## src/pkg/icm_pkg.sv

```systemverilog
// package for the capture channel: register map, fields, modes, structs
package icm_pkg;
   // register indices (byte addresses on the plain port)
   localparam logic [7:0] ICM_ADDR_CTRL = 8'h17;
   localparam logic [7:0] ICM_ADDR_CAP_LOW = 8'h15;
   localparam logic [7:0] ICM_ADDR_CAP_HIGH = 8'h16;
   localparam logic [7:0] ICM_ADDR_DUTY_UPPER = 8'h18;
   localparam logic [7:0] ICM_ADDR_FLAG = 8'h19;
   localparam logic [7:0] ICM_ADDR_ENABLE = 8'h1A;
   // reset values
   localparam logic [7:0] ICM_CTRL_RESET = 8'h00;
   localparam logic [7:0] ICM_BYTE_ZERO = 8'h00;
   localparam logic [15:0] ICM_WORD_ZERO = 16'h0000;
   // control field layout
   localparam int ICM_MODE_LSB = 0;
   localparam int ICM_MODE_MSB = 3;
   localparam int ICM_DUTY_ZERO_BIT = 4;
   localparam int ICM_DUTY_ONE_BIT = 5;
   localparam logic [7:0] ICM_CTRL_WMASK = 8'h3F;
   localparam int ICM_FLAG_BIT = 0;
   localparam int ICM_ENABLE_BIT = 0;
   // mode codes
   localparam logic [3:0] ICM_MODE_OFF = 4'h0;
   localparam logic [3:0] ICM_MODE_CAP_FALL = 4'h4;
   localparam logic [3:0] ICM_MODE_CAP_RISE = 4'h5;
   localparam logic [3:0] ICM_MODE_CAP_RISE4 = 4'h6;
   localparam logic [3:0] ICM_MODE_CAP_RISE16 = 4'h7;
   localparam logic [3:0] ICM_MODE_CMP_SPECIAL = 4'hB;
   localparam logic [1:0] ICM_CLASS_PWM = 2'h3;
   localparam logic [1:0] ICM_CLASS_CAP = 2'h1;
   // prescaler terminal counts
   localparam logic [3:0] ICM_PS_LAST4 = 4'h3;
   localparam logic [3:0] ICM_PS_LAST16 = 4'hF;
   localparam logic [3:0] ICM_PS_ZERO = 4'h0;
   localparam logic [3:0] ICM_PS_ONE = 4'h1;

   typedef enum logic [1:0] {
      ICM_OFF,
      ICM_CAPTURE,
      ICM_COMPARE,
      ICM_PWM
   } icm_class_t;

   // register-port request
   typedef struct packed {
      logic [7:0] addr;
      logic [7:0] wdata;
      logic wr;
      logic rd;
   } icm_req_t;
endpackage

```

## src/rtl/icm_edge_prescale.sv

```systemverilog
// edge detect and capture-event prescaler for the capture pin
`timescale 1ns/100ps
module icm_edge_prescale
   import icm_pkg::*;
(
   input wire logic clock_i,
   input wire logic rstn_i,
   input wire logic ce_i,
   input wire logic pin_i,
   input wire logic [3:0] mode_i,
   output logic event_o
);
   logic sync1_q;
   logic sync2_q;
   logic prev_q;
   logic [3:0] count_q;
   logic [3:0] count_d;
   logic event_d;

   // edges from present and previous synchronized samples
   wire rise = sync2_q & ~prev_q;
   wire fall = ~sync2_q & prev_q;
   wire in_capture = (mode_i[3:2] == ICM_CLASS_CAP);
   wire is_div4 = (mode_i == ICM_MODE_CAP_RISE4);
   wire is_div16 = (mode_i == ICM_MODE_CAP_RISE16);
   wire [3:0] last = is_div16 ? ICM_PS_LAST16 : ICM_PS_LAST4;
   // count wraps on a hit; a switch between capture settings keeps the count
   wire div_hit = (is_div4 | is_div16) & rise & (count_q >= last);

   always_comb begin
      count_d = count_q;
      event_d = 1'b0;
      if (!in_capture) begin
         count_d = ICM_PS_ZERO;
      end else begin
         case (mode_i)
            ICM_MODE_CAP_FALL: event_d = fall;
            ICM_MODE_CAP_RISE: event_d = rise;
            default: begin
               event_d = div_hit;
               if (div_hit) begin
                  count_d = ICM_PS_ZERO;
               end else if (rise) begin
                  count_d = count_q + ICM_PS_ONE;
               end
            end
         endcase
      end
   end

   // two-stage synchronizer, then history and counter
   always_ff @(posedge clock_i or negedge rstn_i) begin
      if (!rstn_i) begin
         sync1_q <= 1'b0;
         sync2_q <= 1'b0;
         prev_q <= 1'b0;
         count_q <= ICM_PS_ZERO;
         event_o <= 1'b0;
      end else if (ce_i) begin
         sync1_q <= pin_i;
         sync2_q <= sync1_q;
         prev_q <= sync2_q;
         count_q <= count_d;
         event_o <= event_d;
      end
   end
endmodule

```

## src/rtl/icm_capture_unit.sv

```systemverilog
// capture channel top: control register, capture value, flag, pin, duty
`timescale 1ns/100ps
// How it works
// - low four control bits pick off/reset, capture, compare or PWM operation.
// - in PWM, control bits five/four are duty LSBs under the upper duty byte.
// - a capture event copies the whole 16-bit timer count into the capture bytes.
// - event choices: each falling, each rising, every 4th or 16th rising edge.
// - each capture sets the flag; only software clears it.
// - a new capture silently overwrites an unread captured value.
// - a driven pin whose data write changes the level counts as an edge.
// - mode changes may falsely set the flag; software masks and clears it.
// - prescaler count held at zero when off, outside capture, and after reset.
// - switching between capture prescalers keeps the count; early capture possible.
// - special-event compare match pulses a timer reset, and a converter start only while the converter is enabled.
module icm_capture_unit
   import icm_pkg::*;
(
   input wire logic clock_i,
   input wire logic rstn_i,
   input wire logic ce_i,
   input wire logic [7:0] addr_i,
   input wire logic [7:0] wdata_i,
   input wire logic wr_i,
   input wire logic rd_i,
   output logic [7:0] rdata_o,
   input wire logic [15:0] timer_count_i,
   input wire logic pin_in_i,
   input wire logic pin_dir_input_i,
   input wire logic pin_data_latch_i,
   input wire logic converter_enabled_i,
   output logic flag_o,
   output logic irq_o,
   output logic timer_reset_o,
   output logic convert_start_o,
   output logic [9:0] duty_o
);
   icm_req_t req;
   logic [7:0] ctrl_q;
   logic [7:0] ctrl_d;
   logic [15:0] capture_q;
   logic [15:0] capture_d;
   logic [7:0] duty_upper_q;
   logic flag_q;
   logic flag_d;
   logic irq_enable_q;
   logic [7:0] rdata_d;
   logic [9:0] duty_d;
   logic cap_event;
   icm_class_t unit_class;

   assign req = '{addr: addr_i, wdata: wdata_i, wr: wr_i, rd: rd_i};

   // address decode
   wire wr_ctrl = req.wr & (req.addr == ICM_ADDR_CTRL);
   wire wr_cap_low = req.wr & (req.addr == ICM_ADDR_CAP_LOW);
   wire wr_cap_high = req.wr & (req.addr == ICM_ADDR_CAP_HIGH);
   wire wr_duty = req.wr & (req.addr == ICM_ADDR_DUTY_UPPER);
   wire wr_flag = req.wr & (req.addr == ICM_ADDR_FLAG);
   wire wr_enable = req.wr & (req.addr == ICM_ADDR_ENABLE);

   // mode field decode
   wire [3:0] unit_mode_select = ctrl_q[ICM_MODE_MSB:ICM_MODE_LSB];
   wire duty_bit_one = ctrl_q[ICM_DUTY_ONE_BIT];
   wire duty_bit_zero = ctrl_q[ICM_DUTY_ZERO_BIT];
   always_comb begin
      case (unit_mode_select[3:2])
         ICM_CLASS_CAP: unit_class = ICM_CAPTURE;
         ICM_CLASS_PWM: unit_class = ICM_PWM;
         default: unit_class = (unit_mode_select[3]) ? ICM_COMPARE : ICM_OFF;
      endcase
   end
   wire capture_mode = (unit_class == ICM_CAPTURE);
   wire pwm_mode = (unit_class == ICM_PWM);

   // pin level seen by the edge logic: driven latch when an output
   wire pin_level = pin_dir_input_i ? pin_in_i : pin_data_latch_i;

   icm_edge_prescale u_edge (
      .clock_i(clock_i),
      .rstn_i(rstn_i),
      .ce_i(ce_i),
      .pin_i(pin_level),
      .mode_i(unit_mode_select),
      .event_o(cap_event)
   );

   // a fresh event only counts while still in capture mode
   wire do_capture = cap_event & capture_mode;

   // compare special event: match on the held value
   wire special_mode = (unit_mode_select == ICM_MODE_CMP_SPECIAL);
   wire special_match = special_mode & (timer_count_i == capture_q);

   // control register: reserved bits stay zero
   assign ctrl_d = wr_ctrl ? (req.wdata & ICM_CTRL_WMASK) : ctrl_q;

   // capture value: hardware copy overwrites, else software byte writes, high byte outside PWM only
   always_comb begin
      capture_d = capture_q;
      if (do_capture) begin
         capture_d = timer_count_i;
      end else if (wr_cap_low) begin
         capture_d[7:0] = req.wdata;
      end else if (wr_cap_high && !pwm_mode) begin
         capture_d[15:8] = req.wdata;
      end
   end

   // flag: set wins over the software clear
   always_comb begin
      flag_d = flag_q;
      if (wr_flag && !req.wdata[ICM_FLAG_BIT]) begin
         flag_d = 1'b0;
      end
      if (do_capture || special_match) begin
         flag_d = 1'b1;
      end
   end

   // ten-bit duty only meaningful in PWM; forced zero elsewhere
   assign duty_d = pwm_mode ? {duty_upper_q, duty_bit_one, duty_bit_zero} : 10'h000;

   // read mux, unmapped reads give zero
   always_comb begin
      case (req.addr)
         ICM_ADDR_CTRL: rdata_d = ctrl_q;
         ICM_ADDR_CAP_LOW: rdata_d = capture_q[7:0];
         ICM_ADDR_CAP_HIGH: rdata_d = capture_q[15:8];
         ICM_ADDR_DUTY_UPPER: rdata_d = duty_upper_q;
         ICM_ADDR_FLAG: rdata_d = {7'h00, flag_q};
         ICM_ADDR_ENABLE: rdata_d = {7'h00, irq_enable_q};
         default: rdata_d = ICM_BYTE_ZERO;
      endcase
   end

   // control register; reserved bits already masked in ctrl_d
   always_ff @(posedge clock_i or negedge rstn_i) begin
      if (!rstn_i) begin
         ctrl_q <= ICM_CTRL_RESET;
      end else if (ce_i) begin
         ctrl_q <= ctrl_d;
      end
   end

   // capture value holds until the next capture or byte write
   always_ff @(posedge clock_i or negedge rstn_i) begin
      if (!rstn_i) begin
         capture_q <= ICM_WORD_ZERO;
      end else if (ce_i) begin
         capture_q <= capture_d;
      end
   end

   // upper duty byte, only software writes it
   always_ff @(posedge clock_i or negedge rstn_i) begin
      if (!rstn_i) begin
         duty_upper_q <= ICM_BYTE_ZERO;
      end else if (ce_i && wr_duty) begin
         duty_upper_q <= req.wdata;
      end
   end

   // event flag; flag_d already settles set against clear
   always_ff @(posedge clock_i or negedge rstn_i) begin
      if (!rstn_i) begin
         flag_q <= 1'b0;
      end else if (ce_i) begin
         flag_q <= flag_d;
      end
   end

   // interrupt enable bit, only software writes it
   always_ff @(posedge clock_i or negedge rstn_i) begin
      if (!rstn_i) begin
         irq_enable_q <= 1'b0;
      end else if (ce_i && wr_enable) begin
         irq_enable_q <= req.wdata[ICM_ENABLE_BIT];
      end
   end

   // read reply for one cycle only, zero otherwise so idle cycles never leak data
   always_ff @(posedge clock_i or negedge rstn_i) begin
      if (!rstn_i) begin
         rdata_o <= ICM_BYTE_ZERO;
      end else if (ce_i) begin
         rdata_o <= req.rd ? rdata_d : ICM_BYTE_ZERO;
      end
   end

   // flag mirror launched from flag_d so it moves on the same edge as flag_q
   always_ff @(posedge clock_i or negedge rstn_i) begin
      if (!rstn_i) begin
         flag_o <= 1'b0;
      end else if (ce_i) begin
         flag_o <= flag_d;
      end
   end

   // software owns the enable; mode changes should happen with it low
   always_ff @(posedge clock_i or negedge rstn_i) begin
      if (!rstn_i) begin
         irq_o <= 1'b0;
      end else if (ce_i) begin
         irq_o <= flag_d & irq_enable_q;
      end
   end

   // special-event trigger, one pulse per matching cycle
   always_ff @(posedge clock_i or negedge rstn_i) begin
      if (!rstn_i) begin
         timer_reset_o <= 1'b0;
      end else if (ce_i) begin
         timer_reset_o <= special_match;
      end
   end

   // converter start gated here, so a disabled converter never sees a pulse
   always_ff @(posedge clock_i or negedge rstn_i) begin
      if (!rstn_i) begin
         convert_start_o <= 1'b0;
      end else if (ce_i) begin
         convert_start_o <= special_match & converter_enabled_i;
      end
   end

   // duty out; zero outside PWM so a stale value never reaches the generator
   always_ff @(posedge clock_i or negedge rstn_i) begin
      if (!rstn_i) begin
         duty_o <= 10'h000;
      end else if (ce_i) begin
         duty_o <= duty_d;
      end
   end
endmodule

```

## config.mk

```make
export PLATFORM = sky130hd
export DESIGN_NAME = icm_capture_unit
export DESIGN_NICKNAME = d
export VERILOG_FILES = /design/src/pkg/icm_pkg.sv /design/src/rtl/icm_edge_prescale.sv /design/src/rtl/icm_capture_unit.sv
export SDC_FILE = /design/constraint.sdc
export NUM_CORES = 1
export LEC_CHECK = 0
export BUFFER_PORTS_ARGS = -buffer_cell sky130_fd_sc_hd__buf_2
export CORE_UTILIZATION = 60
export DETAILED_ROUTE_END_ITERATION = 10
export PLACE_DENSITY = 0.85
export SYNTH_ARGS = -nofsm -noshare
export SYNTH_HDL_FRONTEND = slang
export SYNTH_SLANG_ARGS = --single-unit
```

## constraint.sdc

```tcl
create_clock -name clock_i -period 6.3 [get_ports clock_i]
set_clock_uncertainty 0.15 [all_clocks]
set_input_delay 0.63 -clock clock_i [delete_from_list [all_inputs] [get_ports clock_i]]
set_output_delay 0.63 -clock clock_i [all_outputs]
set_load 0.02 [all_outputs]
```

* After elaboration in Yosys (flattened, before gate mapping)
Cells that the tools add are included. W data, S select, Z words.
Word-level totals: bits in registers 61, output and inout bits 22, logic and storage cells 87, bits of input ports 41
Cells by class: $lt $le $gt $ge 1, reductions and logical operators 14, mux-type cells 19, add/subtract/negate cells 1, equal/unequal tests 19, bitwise logic cells 17
Operators by type and width (number):
- $eq A8 B5 Y1 const B | 6
- $pmux W8 S6 | 1
- $mux W8 | 4
- $mux W4 | 5
- $eq A16 B16 Y1 | 1
- $eq A4 B3 Y1 const B | 4
- $mux W16 | 1
- $and A1 B1 Y1 | 14
- $mux W10 | 1
- $reduce_and A3 Y1 | 2
- $add A4 B1 Y4 const B | 1
- $eq A2 B1 Y1 const B | 2
- $eq A2 B2 Y1 const B | 2
- $eq A4 B4 Y1 const B | 1
- $ge A4 B4 Y1 | 1
- $logic_and A1 B1 Y1 | 4
- $mux W1 | 4
- $pmux W2 S2 | 1
- $reduce_and A2 Y1 | 2
- $reduce_bool A2 Y1 | 2
- $ne A3 B2 Y1 const B | 1
- $logic_not A1 Y1 | 2
- $mux W2 | 1
- $ne A2 B1 Y1 const B | 1
- other kinds (6) | 7

* Depth between registers and ports, before layout
depth after elaboration 8, gate-level depth with buffers 9, mapped depth without buffers 7

* Modules after synthesis
From an unflattened synthesis, not the netlist that was laid out.
Unflattened totals: cells, all modules 306, area total of the unflattened synthesis 3352.0 µm²
By module, submodules not included:
- icm_capture_unit | area each 2847.7 µm², instances 1, sequential area each 1326.3 µm², cells an instance 261
- icm_edge_prescale | area each 504.2 µm², instances 1, sequential area each 200.2 µm², cells an instance 45

* Least setup slack after synthesis
OpenSTA, ideal clock, no wires.
path type register to register, from register ctrl_q[2], to register u_edge.count_q[3], setup time 90 ps, data required time 6060 ps, path buffers 2, clock period less this slack 2592 ps, arrival time 2352 ps, slack 3708 ps, cell stages (with the launch flop) 10, cell sequence dfrtp_1 -> clkbuf_1 -> nor2b_1 -> clkbuf_1 -> nand3_1 -> ha_1 -> a21o_1 -> a2111oi_1 -> nand4_1 -> o2111ai_1
On the way: cells in the longest elaborated chain, start to end 7, elaborated cells between the ends (all ways) 17, those cells by class 1 x order compare; 7 x eq/ne; 4 x mux; 3 x bitwise; 2 x reduce/logical
RTL lines:
- from (decl) | line icm_capture_unit.sv:38 | logic [7:0] ctrl_q;
- from (signal assigned) | line icm_capture_unit.sv:141 | ctrl_q <= ctrl_d;
- $eq A4 B3 Y1, on equally long branches | line icm_edge_prescale.sv:25, icm_edge_prescale.sv:24
- $mux W4 or $or A1 B1 Y1 (tied branches) | line icm_edge_prescale.sv:26, icm_edge_prescale.sv:28
- $ge A4 B4 Y1 or $and A1 B1 Y1 (tied branches) | line icm_edge_prescale.sv:28 | wire div_hit = (is_div4 | is_div16) & rise & (count_q >= last);
- $and A1 B1 Y1 | line icm_edge_prescale.sv:28
- $mux W4 | line icm_edge_prescale.sv:41 | if (div_hit) begin
- $mux W4 | line icm_edge_prescale.sv:36 | case (mode_i)
- $mux W4 | line icm_edge_prescale.sv:33 | if (!in_capture) begin
- to (signal assigned) | line icm_edge_prescale.sv:63 | count_q <= count_d;
- to (decl) | line icm_edge_prescale.sv:16 | logic [3:0] count_q;
Several ways; a longest one is shown, not always the timed one. The select of a mux whose other input is x is not followed. A chain may end at the register's enable or synchronous reset.

* Worst setup path after layout
Same ends and word-level chain as after synthesis.

==> results.ini <==
[clock_network]
htree_levels=3
post_cts.repair.setup_buffers=0
cts_resized=0
cts.path.max_buffers=2
clkSinkCount=61
cts_hold_buf=0
clock_latency_ns=0.34
cts_tree=built
clk_pin_slew_ns=0.07
cts_root_buf=clkbuf_8
cts_inserted_buffers=9

[sta]
hold_viol_final=0
fin_ws_ns=3.23
final-setup-viol-count=0
tightestPinTransition_ns=1.15
relSlewSlack_pct=22.9
finalCritPeriodShare_pct=48.7
fmax_ghz=0.326
finalCriticalPeriod_ns=3.07
drv_slew=0
finalSetupTns_ns=0
rsz0062_at_grt=false

[synth]
synth_area_per_cell_sq_um=10.5
yosys_warnings=0
synth-compound-area-share_pct=16.9
synth_area_leaders=dfrtp_1 (46%), mux2_2 (6.4%), nand2_1 (5.5%)
synth_edf_count=0
muxShareOfSynthArea_pct=11.2
syn-cell-area_sq_um=3330
ys_seq_area_share_pct=45.8
syn_nets=361
async_flop_share_pct=100
synth_top_area_share_pct=45.8
synth-simple-area-share_pct=17.6
synthXorXnorAreaFrac_pct=4.20
synth_cells=317
synthFlopType=dfrtp_1
synthAdderAreaFrac_pct=1.13
synth-seq-cells=61
synth_top_family_by_area=simple AND/OR/NAND/NOR gates
ys_types=53
yosysTopAreaCell=dfrtp_1

[route]
vias=2782
first_pass_iters=5
drc=0
wirelength_um=8050
avgRoutedWirePerCell_um=18.0
drt_iter0_drc=265
vias_per_cell=6.24
antenna_left=0

[grt]
grt_pass1_vias=2771
grt-busiest-layer=met2
antenna_found_initial=0
grt_usage_pct=30.4
grt_util_met1_pct=42.6
grt-ovfl-total=0
grt.met2_usage_pct=45.5
grt_max_degree=62
use_met3_pct=6.95
grt_pass1_wl_um=13700

[floorplanning]
start_util_pct=63.7
fp-row-count=26
pin_count=63
coreArea_sq_um=5240
die_width_um=76.6
dieArea_sq_um=5860
die_h_um=76.6

[placed_design]
dpl.hpwl_um=5820
placed_area_sq_um=3650
gp_congestion=0.930
portBuffers=62
dp_worst_setup_slack_ns=3.07

[finish]
fin_area_sq_um=3810
fillers=385
drive_gt1_share_pct=28.5
n_antenna_cell=0
final_nets=416
mostFrequentLayoutCells=buf_2 (62), dfrtp_1 (61), nand2_1 (49)
area_delta_synth_final_pct=14.3
finalCoreUtilization_pct=72.8
layout_commonest_cell=buf_2

[critical_path]
required_ns=6.40
worst-path-max-fanout=10
critPathLaunchType=register
critPathKind=reg -> reg
worst-endpoint-arrival_ns=3.17
cp-end-kind=register

[power]
peakVddDrop_v=0.000150
leakagePower_nw=1.87
power.density_nw_per_um2=205

[job]
cap_viol_max_count=0

[worst_hold_path]
hold_path_class=in -> async

[run_status]
status=finished, final reports clean

## cell families after synthesis
| family | Yosys count |
|---|---|
| AOI/OAI and AO/OA | 74 |
| xor gates and xnor gates | 16 |
| adders and majority gates | 3 |
| buffers and inverters | 23 |
| DFF | 61 |
| muxes | 32 |
| and+or+nand+nor | 108 |
## cell type report
class                           count  area (sq um)  share of cell area (%)
Inverter                            3          11.3                   0.295
Tap cell                           70          87.6                    2.30
Clock inverter                      2          10.0                   0.263
Timing Repair Buffer               64           325                    8.53
Sequential cell                    61          1530                    40.0
Clock buffer                       13           149                    3.91
Multi-Input combinational cell    233          1700                    44.7
## report_power, final
group,internal (mW),switching (mW)
sequential,0.402,0.0112
clock,0.150,0.142
combinational,0.0303,0.0452
total,0.582,0.199
## per-layer routing
metal / vias to the layer above / share of wire, % / wire [um]
li1: 1297 / - / -
met1: 1338 / 45 / 3650
met2: 133 / 46 / 3670
met3: 14 / 7.3 / 587
met4: 0 / 1.7 / 140
met5: - / 0 / 0
## worst paths after layout
path	depth (start not counted)	slack [ns]	to	start
setup / recovery	7	3.23	u_edge.count_q[3]	ctrl_q[2]
hold / removal	2	0.29	duty_o[7]	rstn_i
setup reg to reg	7	3.23	u_edge.count_q[3]	ctrl_q[2]
hold reg to reg	1	0.34	convert_start_o	convert_start_o
max in group asynchronous	2	5.20	capture_q[12]	rstn_i
min in group clock_i	1	0.34	convert_start_o	convert_start_o
## worst max-delay path: stages (launching register included)
cell and delay, ns:
dfrtp_1 0.48, nor2b_1 0.59, nand3_1 0.21, ha_1 0.33
a21o_1 0.20, a2111oi_1 0.71, nand4_1 0.17, o2111ai_1 0.14
## metrics by stage
step                      hold WS (ns)  cells  power, mW
after detailed placement         0.321    431      0.495
after global routing             0.362    446      0.811
after floorplan                  0.184    317      0.457
after CTS                        0.325    446      0.784
after global placement           0.330    431      0.492
final                            0.290    446      0.781
## Yosys cell counts, types with 3 or more instances
| master | number |
|---|---|
| a41oi_1 | 9 |
| a21o_1 | 7 |
| a21oi_1 | 15 |
| mux2_2 | 19 |
| nor2b_1 | 8 |
| nand3_1 | 7 |
| buf_2 | 6 |
| dfrtp_1 | 61 |
| clkbuf_1 | 8 |
| o21ai_0 | 3 |
| a22oi_1 | 6 |
| buf_1 | 4 |
| nor4_1 | 4 |
| a22o_1 | 12 |
| mux2i_1 | 7 |
| xor2_1 | 16 |
| ha_1 | 3 |
| mux2_4 | 6 |
| and3_1 | 3 |
| nor2_1 | 3 |
| o21a_1 | 5 |
| nand4_1 | 20 |
| o2bb2ai_1 | 3 |
| nand2_1 | 49 |
## registers in the layout, summed over array words and instances (netlist names)
signal           count
ctrl_q               6
irq_o                1
irq_enable_q         1
u_edge.sync1_q       1
duty_o              10
u_edge.count_q       4
duty_upper_q         8
u_edge.event_o       1
convert_start_o      1
capture_q           16
flag_o               1
rdata_o              8
u_edge.sync2_q       1
timer_reset_o        1
u_edge.prev_q        1
Note: power is estimated with default switching activity, not from simulation.
